==> config.mk <==
export PLATFORM = sky130hd
export DESIGN_NAME = tksoc_top
export DESIGN_NICKNAME = d
export VERILOG_FILES = /design/src/tksoc_pkg.sv /design/src/tksoc_top.sv
export SDC_FILE = /design/constraint.sdc
export NUM_CORES = 1
export LEC_CHECK = 0
export BUFFER_PORTS_ARGS = -buffer_cell sky130_fd_sc_hd__buf_2
export CAP_MARGIN = 20
export CORE_ASPECT_RATIO = 0.75
export CORE_MARGIN = 2
export CORE_UTILIZATION = 40
export CTS_BUF_LIST = sky130_fd_sc_hd__clkbuf_4 sky130_fd_sc_hd__clkbuf_8
export DETAILED_ROUTE_END_ITERATION = 12
export PLACE_DENSITY = 0.67
export SYNTH_ARGS = -nofsm -noshare
export SYNTH_HDL_FRONTEND = slang
export SYNTH_SLANG_ARGS = --single-unit
==> constraint.sdc <==
create_clock -name core_clk_i -period 6 [get_ports core_clk_i]
set_input_delay 0.6 -clock core_clk_i [delete_from_list [all_inputs] [get_ports core_clk_i]]
set_output_delay 0.6 -clock core_clk_i [all_outputs]
set_load 0.05 [all_outputs]
==> src/tksoc_pkg.sv <==
/*
 * Shared constants for the touch key scan and output control block:
 * time base figures, scan periods, APB register map and field layout.
 * Assumes a 125 MHz core clock and a one millisecond internal time base.
 */
package tksoc_pkg;

    // core clock rate and the derived millisecond tick
    localparam int unsigned CLK_HZ        = 125_000_000;
    localparam int unsigned TICK_HZ       = 1_000;
    localparam int unsigned TICK_CYCLES   = CLK_HZ / TICK_HZ;

    // all scan, idle and timeout counters run in milliseconds
    localparam int unsigned CNT_W         = 17;
    localparam logic [16:0] INIT_MS       = 17'h001F4; // 500 ms
    localparam logic [16:0] FAST_MS       = 17'h00010; // 16 ms
    localparam logic [16:0] SLOW_SHORT_MS = 17'h00020; // 32 ms
    localparam logic [16:0] SLOW_LONG_MS  = 17'h00080; // 128 ms
    localparam logic [16:0] IDLE_MS       = 17'h01F40; // 8 s
    localparam logic [16:0] RESP_MIN_MS   = 17'h00022; // 34 ms
    localparam logic [16:0] HOLD_SHORT_MS = 17'h03E80; // 16 s
    localparam logic [16:0] HOLD_LONG_MS  = 17'h186A0; // 100 s

    // APB register map, byte addresses
    localparam int unsigned ADDR_W        = 8;
    localparam logic [7:0]  REG_CFG       = 8'h00;
    localparam logic [7:0]  REG_STAT      = 8'h04;
    localparam logic [7:0]  REG_SCANS     = 8'h08;

    // configuration register fields
    localparam int unsigned CFG_SCAN_LSB  = 0;
    localparam int unsigned CFG_HOLD_BIT  = 2;
    localparam int unsigned CFG_OD_BIT    = 3;
    localparam int unsigned CFG_NSTR_BIT  = 4;
    localparam int unsigned CFG_W         = 5;
    localparam logic [4:0]  CFG_RST       = 5'h02;

    // scan option codes in the configuration register
    localparam logic [1:0]  SCAN_FAST_ONLY  = 2'h0;
    localparam logic [1:0]  SCAN_SLOW_SHORT = 2'h1;
    localparam logic [1:0]  SCAN_SLOW_LONG  = 2'h2;

    // status register fields
    localparam int unsigned ST_INIT_DONE  = 0;
    localparam int unsigned ST_SLOW       = 1;
    localparam int unsigned ST_TOUCH      = 2;
    localparam int unsigned ST_ACTIVE     = 3;
    localparam int unsigned ST_POL        = 4;
    localparam int unsigned ST_TGL        = 5;
    localparam int unsigned ST_LOCK       = 6;
    localparam int unsigned ST_STRAPS     = 7;

    typedef enum logic [1:0] {MODE_INIT, MODE_FAST, MODE_SLOW} tksoc_mode_t;
    typedef enum logic [1:0] {DET_IDLE, DET_QUAL, DET_TOUCH, DET_LOCK}
        tksoc_det_t;

endpackage

==> src/tksoc_top.sv <==
/*
 * Touch key scan scheduler and output control with an APB register port.
 * Holds the power-on initialisation, fast and slow scan scheduling, touch
 * qualification, key-on timeout, strap latching and output pin shaping.
 * Assumes the analog front end answers each scan strobe with a touch level
 * on sense_hit_i (asynchronous, synchronised here) and that the host reads
 * the output pin; reset_i stands for power-on.
 */
// Overview of operation
// [RULE_01] after power-on, 500 ms initialisation; no touch decision, no touch shown
// [RULE_02] leaving initialisation, start fast scan with a 16 ms period
// [RULE_03] two-mode options: 8 s without touch in fast scan enters slow scan
// [RULE_04] a touch seen on a slow scan returns to fast scan at once
// [RULE_05] long slow option scans every 128 ms
// [RULE_06] short slow option scans every 32 ms
// [RULE_07] fast-only option never enters slow scan
// [RULE_08] fast scan response from touch onset stays within about 48 ms
// [RULE_09] slow 128 ms scan response stays within about 160 ms
// [RULE_10] slow 32 ms scan response stays within about 64 ms
// [RULE_11] response is never shorter than 34 ms in any mode
// [RULE_12] straps sampled once at power-on and held; later changes ignored
// [RULE_13] push-pull direct: active high if polarity floats, else active low
// [RULE_14] push-pull toggle: starts low if polarity floats, high if tied high
// [RULE_15] open-drain: direct active low, or toggle starting released
// [RULE_16] open-drain output ignores the polarity strap
// [RULE_17] a strap found tied high has its pull-down switched off
// [RULE_18] strapless parts: fixed direct output, high or pulled low when active
// [RULE_19] 16 s option: touch held longer is released until a new touch
// [RULE_20] 100 s option: touch held longer is released until a new touch
// [RULE_21] direct mode shows the active level exactly while touch is asserted
// [RULE_22] toggle mode inverts once per new touch; releases leave it alone
// [RULE_23] scan, idle and timeout times count one ms time base, cleared at reset
`timescale 1ns/1ps
module tksoc_top #(
    parameter int unsigned TICK_CYCLES = tksoc_pkg::TICK_CYCLES // ms tick
) (
    input  wire logic        core_clk_i,                 // 125 MHz clock
    input  wire logic        reset_i,                    // power-on reset
    input  wire logic        psel_i,                     // apb select
    input  wire logic        penable_i,                  // apb enable
    input  wire logic        pwrite_i,                   // apb write
    input  wire logic [7:0]  paddr_i,                    // apb byte address
    input  wire logic [31:0] pwdata_i,                   // apb write data
    output logic      [31:0] prdata_o,                   // apb read data
    output logic             pready_o,                   // apb ready
    output logic             pslverr_o,                  // apb error
    input  wire logic        polarity_select_strap_i,    // polarity strap pin
    input  wire logic        latch_mode_select_strap_i,  // latch mode strap pin
    input  wire logic        sense_hit_i,                // front end touch level
    output logic             scan_start_o,               // scan strobe, 1 cycle
    output logic             pd_en_polarity_o,           // polarity pull-down on
    output logic             pd_en_latch_o,              // latch strap pull-down
    output logic             out_o,                      // output pin level
    output logic             out_oe_o                    // output pin enable
);

    localparam logic [16:0] TICK_LAST = 17'(TICK_CYCLES - 1);

    // synchroniser stages for the three pin inputs
    logic [2:0]  pin_meta_q;
    logic [2:0]  pin_sync_q;
    logic        pol_s;
    logic        tgl_s;
    logic        sense_s;

    // time base
    logic [16:0] tick_cnt_q;
    logic        tick_q;

    // strap latch
    logic        straps_done_q;
    logic        pol_strap_q;
    logic        tgl_strap_q;

    // scan scheduling
    tksoc_pkg::tksoc_mode_t mode_q;
    logic [16:0] init_cnt_q;
    logic [16:0] period_cnt_q;
    logic [16:0] idle_cnt_q;
    logic [16:0] slow_ms;
    logic        slow_allowed;
    logic        scan_q;
    logic        hit;
    logic        miss;
    logic [31:0] scan_count_q;

    // touch detection
    tksoc_pkg::tksoc_det_t det_q;
    logic [16:0] det_cnt_q;
    logic [16:0] hold_ms;
    logic        touch;
    logic        toggle_q;

    // output shaping
    logic        use_pol;
    logic        use_tgl;
    logic        asserted;
    logic        out_q;
    logic        out_oe_q;

    // configuration and bus
    logic [4:0]  cfg_q;
    logic [1:0]  cfg_scan;
    logic        cfg_hold_long;
    logic        cfg_od;
    logic        cfg_nostrap;
    logic        pready_q;
    logic        pslverr_q;
    logic [31:0] prdata_q;
    logic        setup;
    logic [31:0] rd_data;
    logic        rd_hit;

    // two flip-flop synchronisers; only the second stage is read
    always_ff @(posedge core_clk_i or posedge reset_i) begin
        if (reset_i) begin
            pin_meta_q <= 3'h0;
            pin_sync_q <= 3'h0;
        end else begin
            pin_meta_q <= {sense_hit_i, latch_mode_select_strap_i,
                           polarity_select_strap_i};
            pin_sync_q <= pin_meta_q;
        end
    end

    assign pol_s   = pin_sync_q[0];
    assign tgl_s   = pin_sync_q[1];
    assign sense_s = pin_sync_q[2];

    // millisecond time base feeding every timed counter
    always_ff @(posedge core_clk_i or posedge reset_i) begin
        if (reset_i) begin
            tick_cnt_q <= 17'h00000;                          // [RULE_23]
            tick_q     <= 1'b0;
        end else if (tick_cnt_q >= TICK_LAST) begin
            tick_cnt_q <= 17'h00000;
            tick_q     <= 1'b1;
        end else begin
            tick_cnt_q <= tick_cnt_q + 17'h00001;
            tick_q     <= 1'b0;
        end
    end

    // configuration fields
    assign cfg_scan      = cfg_q[tksoc_pkg::CFG_SCAN_LSB +: 2];
    assign cfg_hold_long = cfg_q[tksoc_pkg::CFG_HOLD_BIT];
    assign cfg_od        = cfg_q[tksoc_pkg::CFG_OD_BIT];
    assign cfg_nostrap   = cfg_q[tksoc_pkg::CFG_NSTR_BIT];

    // straps caught once, on the first tick after release of reset
    always_ff @(posedge core_clk_i or posedge reset_i) begin
        if (reset_i) begin
            straps_done_q <= 1'b0;
            pol_strap_q   <= 1'b0;
            tgl_strap_q   <= 1'b0;
        end else if (tick_q && !straps_done_q) begin
            straps_done_q <= 1'b1;                            // [RULE_12]
            pol_strap_q   <= pol_s;
            tgl_strap_q   <= tgl_s;
        end
    end

    // pull-downs stay on until a strap is seen tied high
    always_ff @(posedge core_clk_i or posedge reset_i) begin
        if (reset_i) begin
            pd_en_polarity_o <= 1'b1;
            pd_en_latch_o    <= 1'b1;
        end else begin
            pd_en_polarity_o <= !(straps_done_q && pol_strap_q); // [RULE_17]
            pd_en_latch_o    <= !(straps_done_q && tgl_strap_q); // [RULE_17]
        end
    end

    // slow period and whether slow scan exists at all
    always_comb begin
        slow_allowed = 1'b1;
        slow_ms      = tksoc_pkg::SLOW_LONG_MS;               // [RULE_05]
        unique case (cfg_scan)
            tksoc_pkg::SCAN_SLOW_SHORT: slow_ms = tksoc_pkg::SLOW_SHORT_MS; // [RULE_06]
            tksoc_pkg::SCAN_SLOW_LONG:  slow_ms = tksoc_pkg::SLOW_LONG_MS;
            default:                    slow_allowed = 1'b0;   // [RULE_07]
        endcase
    end

    // scan outcome, valid in the cycle of the scan strobe
    assign hit  = scan_q && sense_s;
    assign miss = scan_q && !sense_s;

    // scan mode sequence: init, fast, slow
    always_ff @(posedge core_clk_i or posedge reset_i) begin
        if (reset_i) begin
            mode_q <= tksoc_pkg::MODE_INIT;
        end else begin
            unique case (mode_q)
                tksoc_pkg::MODE_INIT:
                    if (tick_q && init_cnt_q >= tksoc_pkg::INIT_MS - 17'h00001)
                        mode_q <= tksoc_pkg::MODE_FAST;       // [RULE_02]
                tksoc_pkg::MODE_FAST:
                    if (slow_allowed && !hit && !touch &&
                        idle_cnt_q >= tksoc_pkg::IDLE_MS)
                        mode_q <= tksoc_pkg::MODE_SLOW;       // [RULE_03]
                tksoc_pkg::MODE_SLOW:
                    if (hit || !slow_allowed)
                        mode_q <= tksoc_pkg::MODE_FAST;       // [RULE_04]
                default:
                    mode_q <= tksoc_pkg::MODE_INIT;
            endcase
        end
    end

    // initialisation timer, 500 ms of ticks
    always_ff @(posedge core_clk_i or posedge reset_i) begin
        if (reset_i) begin
            init_cnt_q <= 17'h00000;
        end else if (mode_q == tksoc_pkg::MODE_INIT && tick_q) begin
            init_cnt_q <= init_cnt_q + 17'h00001;             // [RULE_01]
        end
    end

    // fast-mode idle time; any hit or held touch restarts it
    always_ff @(posedge core_clk_i or posedge reset_i) begin
        if (reset_i) begin
            idle_cnt_q <= 17'h00000;
        end else if (mode_q != tksoc_pkg::MODE_FAST || hit || touch) begin
            idle_cnt_q <= 17'h00000;                          // [RULE_03]
        end else if (tick_q && idle_cnt_q < tksoc_pkg::IDLE_MS) begin
            idle_cnt_q <= idle_cnt_q + 17'h00001;
        end
    end

    // scan period counter and strobe; a hit on a slow scan restarts the period
    always_ff @(posedge core_clk_i or posedge reset_i) begin
        if (reset_i) begin
            period_cnt_q <= 17'h00000;
            scan_q       <= 1'b0;
        end else if (mode_q == tksoc_pkg::MODE_INIT ||
                     (mode_q == tksoc_pkg::MODE_SLOW && hit)) begin
            period_cnt_q <= 17'h00000;                        // [RULE_04]
            scan_q       <= 1'b0;
        end else if (tick_q) begin
            if (period_cnt_q >= ((mode_q == tksoc_pkg::MODE_SLOW) ?
                                 slow_ms : tksoc_pkg::FAST_MS) - 17'h00001) begin
                period_cnt_q <= 17'h00000;                    // [RULE_02]
                scan_q       <= 1'b1;
            end else begin
                period_cnt_q <= period_cnt_q + 17'h00001;
                scan_q       <= 1'b0;
            end
        end else begin
            scan_q <= 1'b0;
        end
    end

    assign scan_start_o = scan_q;

    // running count of scans, readable by software
    always_ff @(posedge core_clk_i or posedge reset_i) begin
        if (reset_i) begin
            scan_count_q <= 32'h00000000;
        end else if (scan_q) begin
            scan_count_q <= scan_count_q + 32'h00000001;
        end
    end

    // key-on limit
    assign hold_ms = cfg_hold_long ? tksoc_pkg::HOLD_LONG_MS   // [RULE_20]
                                   : tksoc_pkg::HOLD_SHORT_MS; // [RULE_19]

    // touch qualification, hold timeout and lockout
    always_ff @(posedge core_clk_i or posedge reset_i) begin
        if (reset_i) begin
            det_q     <= tksoc_pkg::DET_IDLE;
            det_cnt_q <= 17'h00000;
        end else begin
            unique case (det_q)
                tksoc_pkg::DET_IDLE: begin
                    det_cnt_q <= 17'h00000;
                    if (hit)
                        det_q <= tksoc_pkg::DET_QUAL;
                end
                tksoc_pkg::DET_QUAL: begin
                    // every scan inside the window must see the touch
                    if (miss) begin
                        det_q <= tksoc_pkg::DET_IDLE;
                    end else if (det_cnt_q >= tksoc_pkg::RESP_MIN_MS) begin
                        det_q     <= tksoc_pkg::DET_TOUCH;    // [RULE_11]
                        det_cnt_q <= 17'h00000;
                    end else if (tick_q) begin
                        det_cnt_q <= det_cnt_q + 17'h00001;   // [RULE_08]
                    end
                end
                tksoc_pkg::DET_TOUCH: begin
                    if (miss) begin
                        det_q <= tksoc_pkg::DET_IDLE;
                    end else if (det_cnt_q >= hold_ms) begin
                        det_q <= tksoc_pkg::DET_LOCK;         // [RULE_19]
                    end else if (tick_q) begin
                        det_cnt_q <= det_cnt_q + 17'h00001;
                    end
                end
                tksoc_pkg::DET_LOCK: begin
                    // held until the key is seen lifted
                    if (miss)
                        det_q <= tksoc_pkg::DET_IDLE;         // [RULE_20]
                end
                default:
                    det_q <= tksoc_pkg::DET_IDLE;
            endcase
        end
    end

    // slow scans reach qualification via the immediate fast return
    assign touch = (det_q == tksoc_pkg::DET_TOUCH);           // [RULE_09] [RULE_10]

    // toggle state flips once on each new touch
    always_ff @(posedge core_clk_i or posedge reset_i) begin
        if (reset_i) begin
            toggle_q <= 1'b0;
        end else if (det_q == tksoc_pkg::DET_QUAL && !miss &&
                     det_cnt_q >= tksoc_pkg::RESP_MIN_MS) begin
            toggle_q <= !toggle_q;                            // [RULE_22]
        end
    end

    // effective output mode from straps and variant
    assign use_tgl  = !cfg_nostrap && tgl_strap_q;             // [RULE_18]
    assign use_pol  = !cfg_nostrap && !cfg_od && pol_strap_q;  // [RULE_16]
    assign asserted = use_tgl ? toggle_q : touch;              // [RULE_21]

    // pin drive: push-pull level or open-drain pull-low
    always_ff @(posedge core_clk_i or posedge reset_i) begin
        if (reset_i) begin
            out_q    <= 1'b0;
            out_oe_q <= 1'b0;
        end else if (!straps_done_q) begin
            out_q    <= 1'b0;                                 // [RULE_01]
            out_oe_q <= 1'b0;
        end else if (cfg_od) begin
            out_q    <= 1'b0;                                 // [RULE_15]
            out_oe_q <= asserted;
        end else begin
            out_q    <= asserted ^ use_pol;                   // [RULE_13] [RULE_14]
            out_oe_q <= 1'b1;
        end
    end

    assign out_o    = out_q;
    assign out_oe_o = out_oe_q;

    // apb: answer in the first access cycle
    assign setup = psel_i && !penable_i;

    // read mux over the register map
    always_comb begin
        rd_data = 32'h00000000;
        rd_hit  = 1'b1;
        unique case (paddr_i)
            tksoc_pkg::REG_CFG:   rd_data[tksoc_pkg::CFG_W-1:0] = cfg_q;
            tksoc_pkg::REG_STAT: begin
                rd_data[tksoc_pkg::ST_INIT_DONE] =
                    (mode_q != tksoc_pkg::MODE_INIT);
                rd_data[tksoc_pkg::ST_SLOW]   = (mode_q == tksoc_pkg::MODE_SLOW);
                rd_data[tksoc_pkg::ST_TOUCH]  = touch;
                rd_data[tksoc_pkg::ST_ACTIVE] = asserted;
                rd_data[tksoc_pkg::ST_POL]    = pol_strap_q;
                rd_data[tksoc_pkg::ST_TGL]    = tgl_strap_q;
                rd_data[tksoc_pkg::ST_LOCK]   = (det_q == tksoc_pkg::DET_LOCK);
                rd_data[tksoc_pkg::ST_STRAPS] = straps_done_q;
            end
            tksoc_pkg::REG_SCANS: rd_data = scan_count_q;
            default:              rd_hit  = 1'b0;
        endcase
    end

    // configuration register, written on the access edge
    always_ff @(posedge core_clk_i or posedge reset_i) begin
        if (reset_i) begin
            cfg_q <= tksoc_pkg::CFG_RST;
        end else if (psel_i && penable_i && pready_q && pwrite_i &&
                     paddr_i == tksoc_pkg::REG_CFG) begin
            cfg_q <= pwdata_i[tksoc_pkg::CFG_W-1:0];
        end
    end

    // ready, error and read data prepared during setup
    always_ff @(posedge core_clk_i or posedge reset_i) begin
        if (reset_i) begin
            pready_q  <= 1'b0;
            pslverr_q <= 1'b0;
            prdata_q  <= 32'h00000000;
        end else begin
            pready_q  <= setup;
            pslverr_q <= setup && !rd_hit;
            prdata_q  <= (setup && !pwrite_i && rd_hit) ? rd_data
                                                        : 32'h00000000;
        end
    end

    assign pready_o  = pready_q;
    assign pslverr_o = pslverr_q;
    assign prdata_o  = prdata_q;

endmodule

==> impl_metrics.ini <==
[outcome]
outcome = finished, final reports clean

[cts]
cts_hold_bufs = 0
post_cts_buffers = 0
clock_h_tree_levels = 4
clkSlewWorstSetupHoldPaths_ns = 0.11
cts.repair.resized = 0
clockRootBuffer = clkbuf_8
cts_buffers = 17
tritoncts = yes
numClockSinks = 176
clkLatencyLatePin_ns = 0.47
clock_path_buffers = 2

[yosys]
synthMostInstantiatedCell = dfrtp_1
postSynthRegisterBits = 176
ys_types = 64
post_synth.cell_area_avg_um2 = 10.6
synth_area_um2 = 8220
synthArstFlopShare_pct = 100
ys_top_cells_by_count = dfrtp_1, nor2_1, xnor2_1, nand2_1, nand3_1
yosysSeqAreaShare_pct = 53.6
synth-warning-count = 0
synthesis.nets = 850
area_leader_netlist = dfrtp_1
synth_edf_count = 0
postSynthCellCount = 779
flip_flop_cell_with_the_highest_count_after_synthesis = dfrtp_1
synth.area.top_cells = dfrtp_1, xnor2_1, nor2_1, ha_1, xor2_1
netlist.area_leader.share_pct = 52.6

[floorplanning]
io-pin-count = 87
core-area_um2 = 20200
floorplan.initialDensity_pct = 40.7
die_height_um = 128
die_w_um = 170
die-area_um2 = 21700
core.rowCount = 45

[placement]
pre_cts_slack_ns = 3.02
finalWeightedCongestion = 0.789
placement.io_buffers = 59
detailed_place_hpwl_um = 11200
dp_cells = 1075

[critical_path]
worst-r2r-setup-slack_ns = 3.00
crit-reg2reg-launch = cfg_q[1]
worstSetupEndpointType = flop
worstSetupStartpoint = cfg_q[1]
timing.rr.end = period_cnt_q[6]
worstRegToRegCells = 11
startpoint_type = flop
timing.critical_path.fanout_max = 14
cp.required_ns = 6.39
cp.arrival_ns = 3.39
timing.setup.critical_path_class = flop to flop

[power_and_ir_drop]
ir_drop_mv = 0.125
leakage_dissipation_nw = 4.29
power-per-cell-area_nw_per_um2 = 227

[layout]
final-instance-count-excl-fill = 1107
finish.utilization_pct = 45.5
num_antenna_cells = 0
area.growth.synth_to_final_pct = 11.7
fill_cells = 1857
area.sequential_um2 = 4410
nets = 907
multi_input_logic_area_um2 = 3600
final_layout_size_suffix_gt1_share_pct = 13.9

[timing]
rsz0062_at_grt = false
tns_ns = 0
postLayoutSetupSlackWorst_ns = 3.00
slew_headroom_pct = 36.8
holdWs_ns = 0.113
drv_slew = 0
post-route-period-util_pct = 50.0
min_period_ns = 3.00
final_hold_viol_count = 0
setup_viol = 0
worst_slew_pin_slew_ns = 0.948
clock_skew_ns = 0.0157
clock.fmax_ghz = 0.333

[global_route]
grt_max_degree = 77
globalRouteOverflowTotal = 0
vias_in_the_first_global_route = 5262
grt_use_total_pct = 15.6
grt_pass1_wl_um = 26900
grt_antenna_before_repair = 0

[routing]
via_count = 5752
wl_per_cell_um = 14.3
drc_errors = 0
route.final.wire_length_um = 15900
avgViaCountPerCell = 5.20
first_iter_violations = 312
route.antenna.remaining_nets = 0
number_of_iterations_in_the_first_detailed_routing_pass = 5

[worst_hold_path]
hold_path_class = primary input to asynchronous set/reset pin

[job]
cap_violations = 0
==> flip-flops by register name, summed over array words and instances (netlist names), 2 cells and up <==
signal / flops
idle_cnt_q: 17
init_cnt_q: 17
prdata_o: 32
tick_cnt_q: 17
mode_q: 2
det_q: 2
pin_meta_q: 3
det_cnt_q: 17
period_cnt_q: 17
scan_count_q: 32
pin_sync_q: 3
cfg_q: 5
==> metal layers <==
layer  wire [um]  track usage (%)
met1        8360             23.2
met2        6720             22.4
met3         652             3.61
met4         138             4.88
met5           0                0
==> layout by cell type (no fill, tap or decap), types with 3 or more instances in the layout <==
cell / n
o21ai_0: 20
mux2i_1: 6
nand2_1: 50
nand2b_1: 8
ha_1: 23
dfstp_2: 3
or3_1: 8
nand3_1: 47
o211a_1: 3
mux2_2: 9
nor2b_1: 8
o22a_1: 4
nand4_1: 26
buf_4: 3
clkbuf_8: 17
xor2_1: 28
and4_1: 13
a21oi_1: 25
nor4_1: 9
a22oi_1: 4
o2111ai_1: 3
inv_6: 6
xnor2_1: 55
o21a_1: 5
and3_1: 22
a21boi_0: 3
clkinv_8: 5
a31oi_1: 10
buf_2: 59
dfrtp_1: 173
inv_1: 27
nor2_1: 78
and2_1: 37
o21ai_1: 5
nor3_1: 10
==> power by group <==
group / total (mW) / switching, mW / internal, mW
registers: 1.19 / 0.00197 / 1.19
logic: 0.0405 / 0.0321 / 0.00835
clock network: 0.855 / 0.493 / 0.362
==> how the worst max path moves through the flow <==
stage	to	slack, ns	cells past startpoint
finish	period_cnt_q[6]	3.00	11
detailed placement	period_cnt_q[10]	3.02	11
floorplan	cfg_q[0]	0.63	1
CTS	period_cnt_q[10]	3.00	11
global route	period_cnt_q[6]	2.67	11
global placement	period_cnt_q[6]	3.06	11
==> worst max-delay path: stages, from the launching register on <==
cell	delay (ns)
dfstp_2	0.55
inv_1	0.04
ha_1	0.19
nor2_1	0.20
inv_1	0.07
ha_1	0.30
xor2_1	0.14
nand2_1	0.06
o21ai_0	0.08
a31o_2	0.31
a21oi_1	0.74
a21boi_0	0.24
==> stage by stage <==
step	cell area [um^2]	total power, mW
after floorplan	8220	1.24
after global placement	8760	1.26
after detailed placement	8760	1.26
after CTS	9190	2.12
after global routing	9190	2.17
final	9190	2.09
==> cells by family (layout without fill, tap and decap cells) <==
group	after synthesis	in the layout	share of synthesized area [%]
compound gates	103	103	8.64
xor+xnor	83	83	8.84
simple gates	327	327	20.9
mux	15	15	1.96
buf+inv	52	122	2.59
fa+ha+maj	23	23	3.50
flops	176	176	53.6
==> layout make-up <==
cell class,count,area share [%]
Sequential cell,176,48.0
Multi-Input combinational cell,551,39.2
Tap cell,258,3.51
Timing Repair Buffer,62,3.46
Clock buffer,18,2.63
Clock inverter,14,2.03
Inverter,28,1.20
No activity file was read; power rests on OpenSTA's default activity.
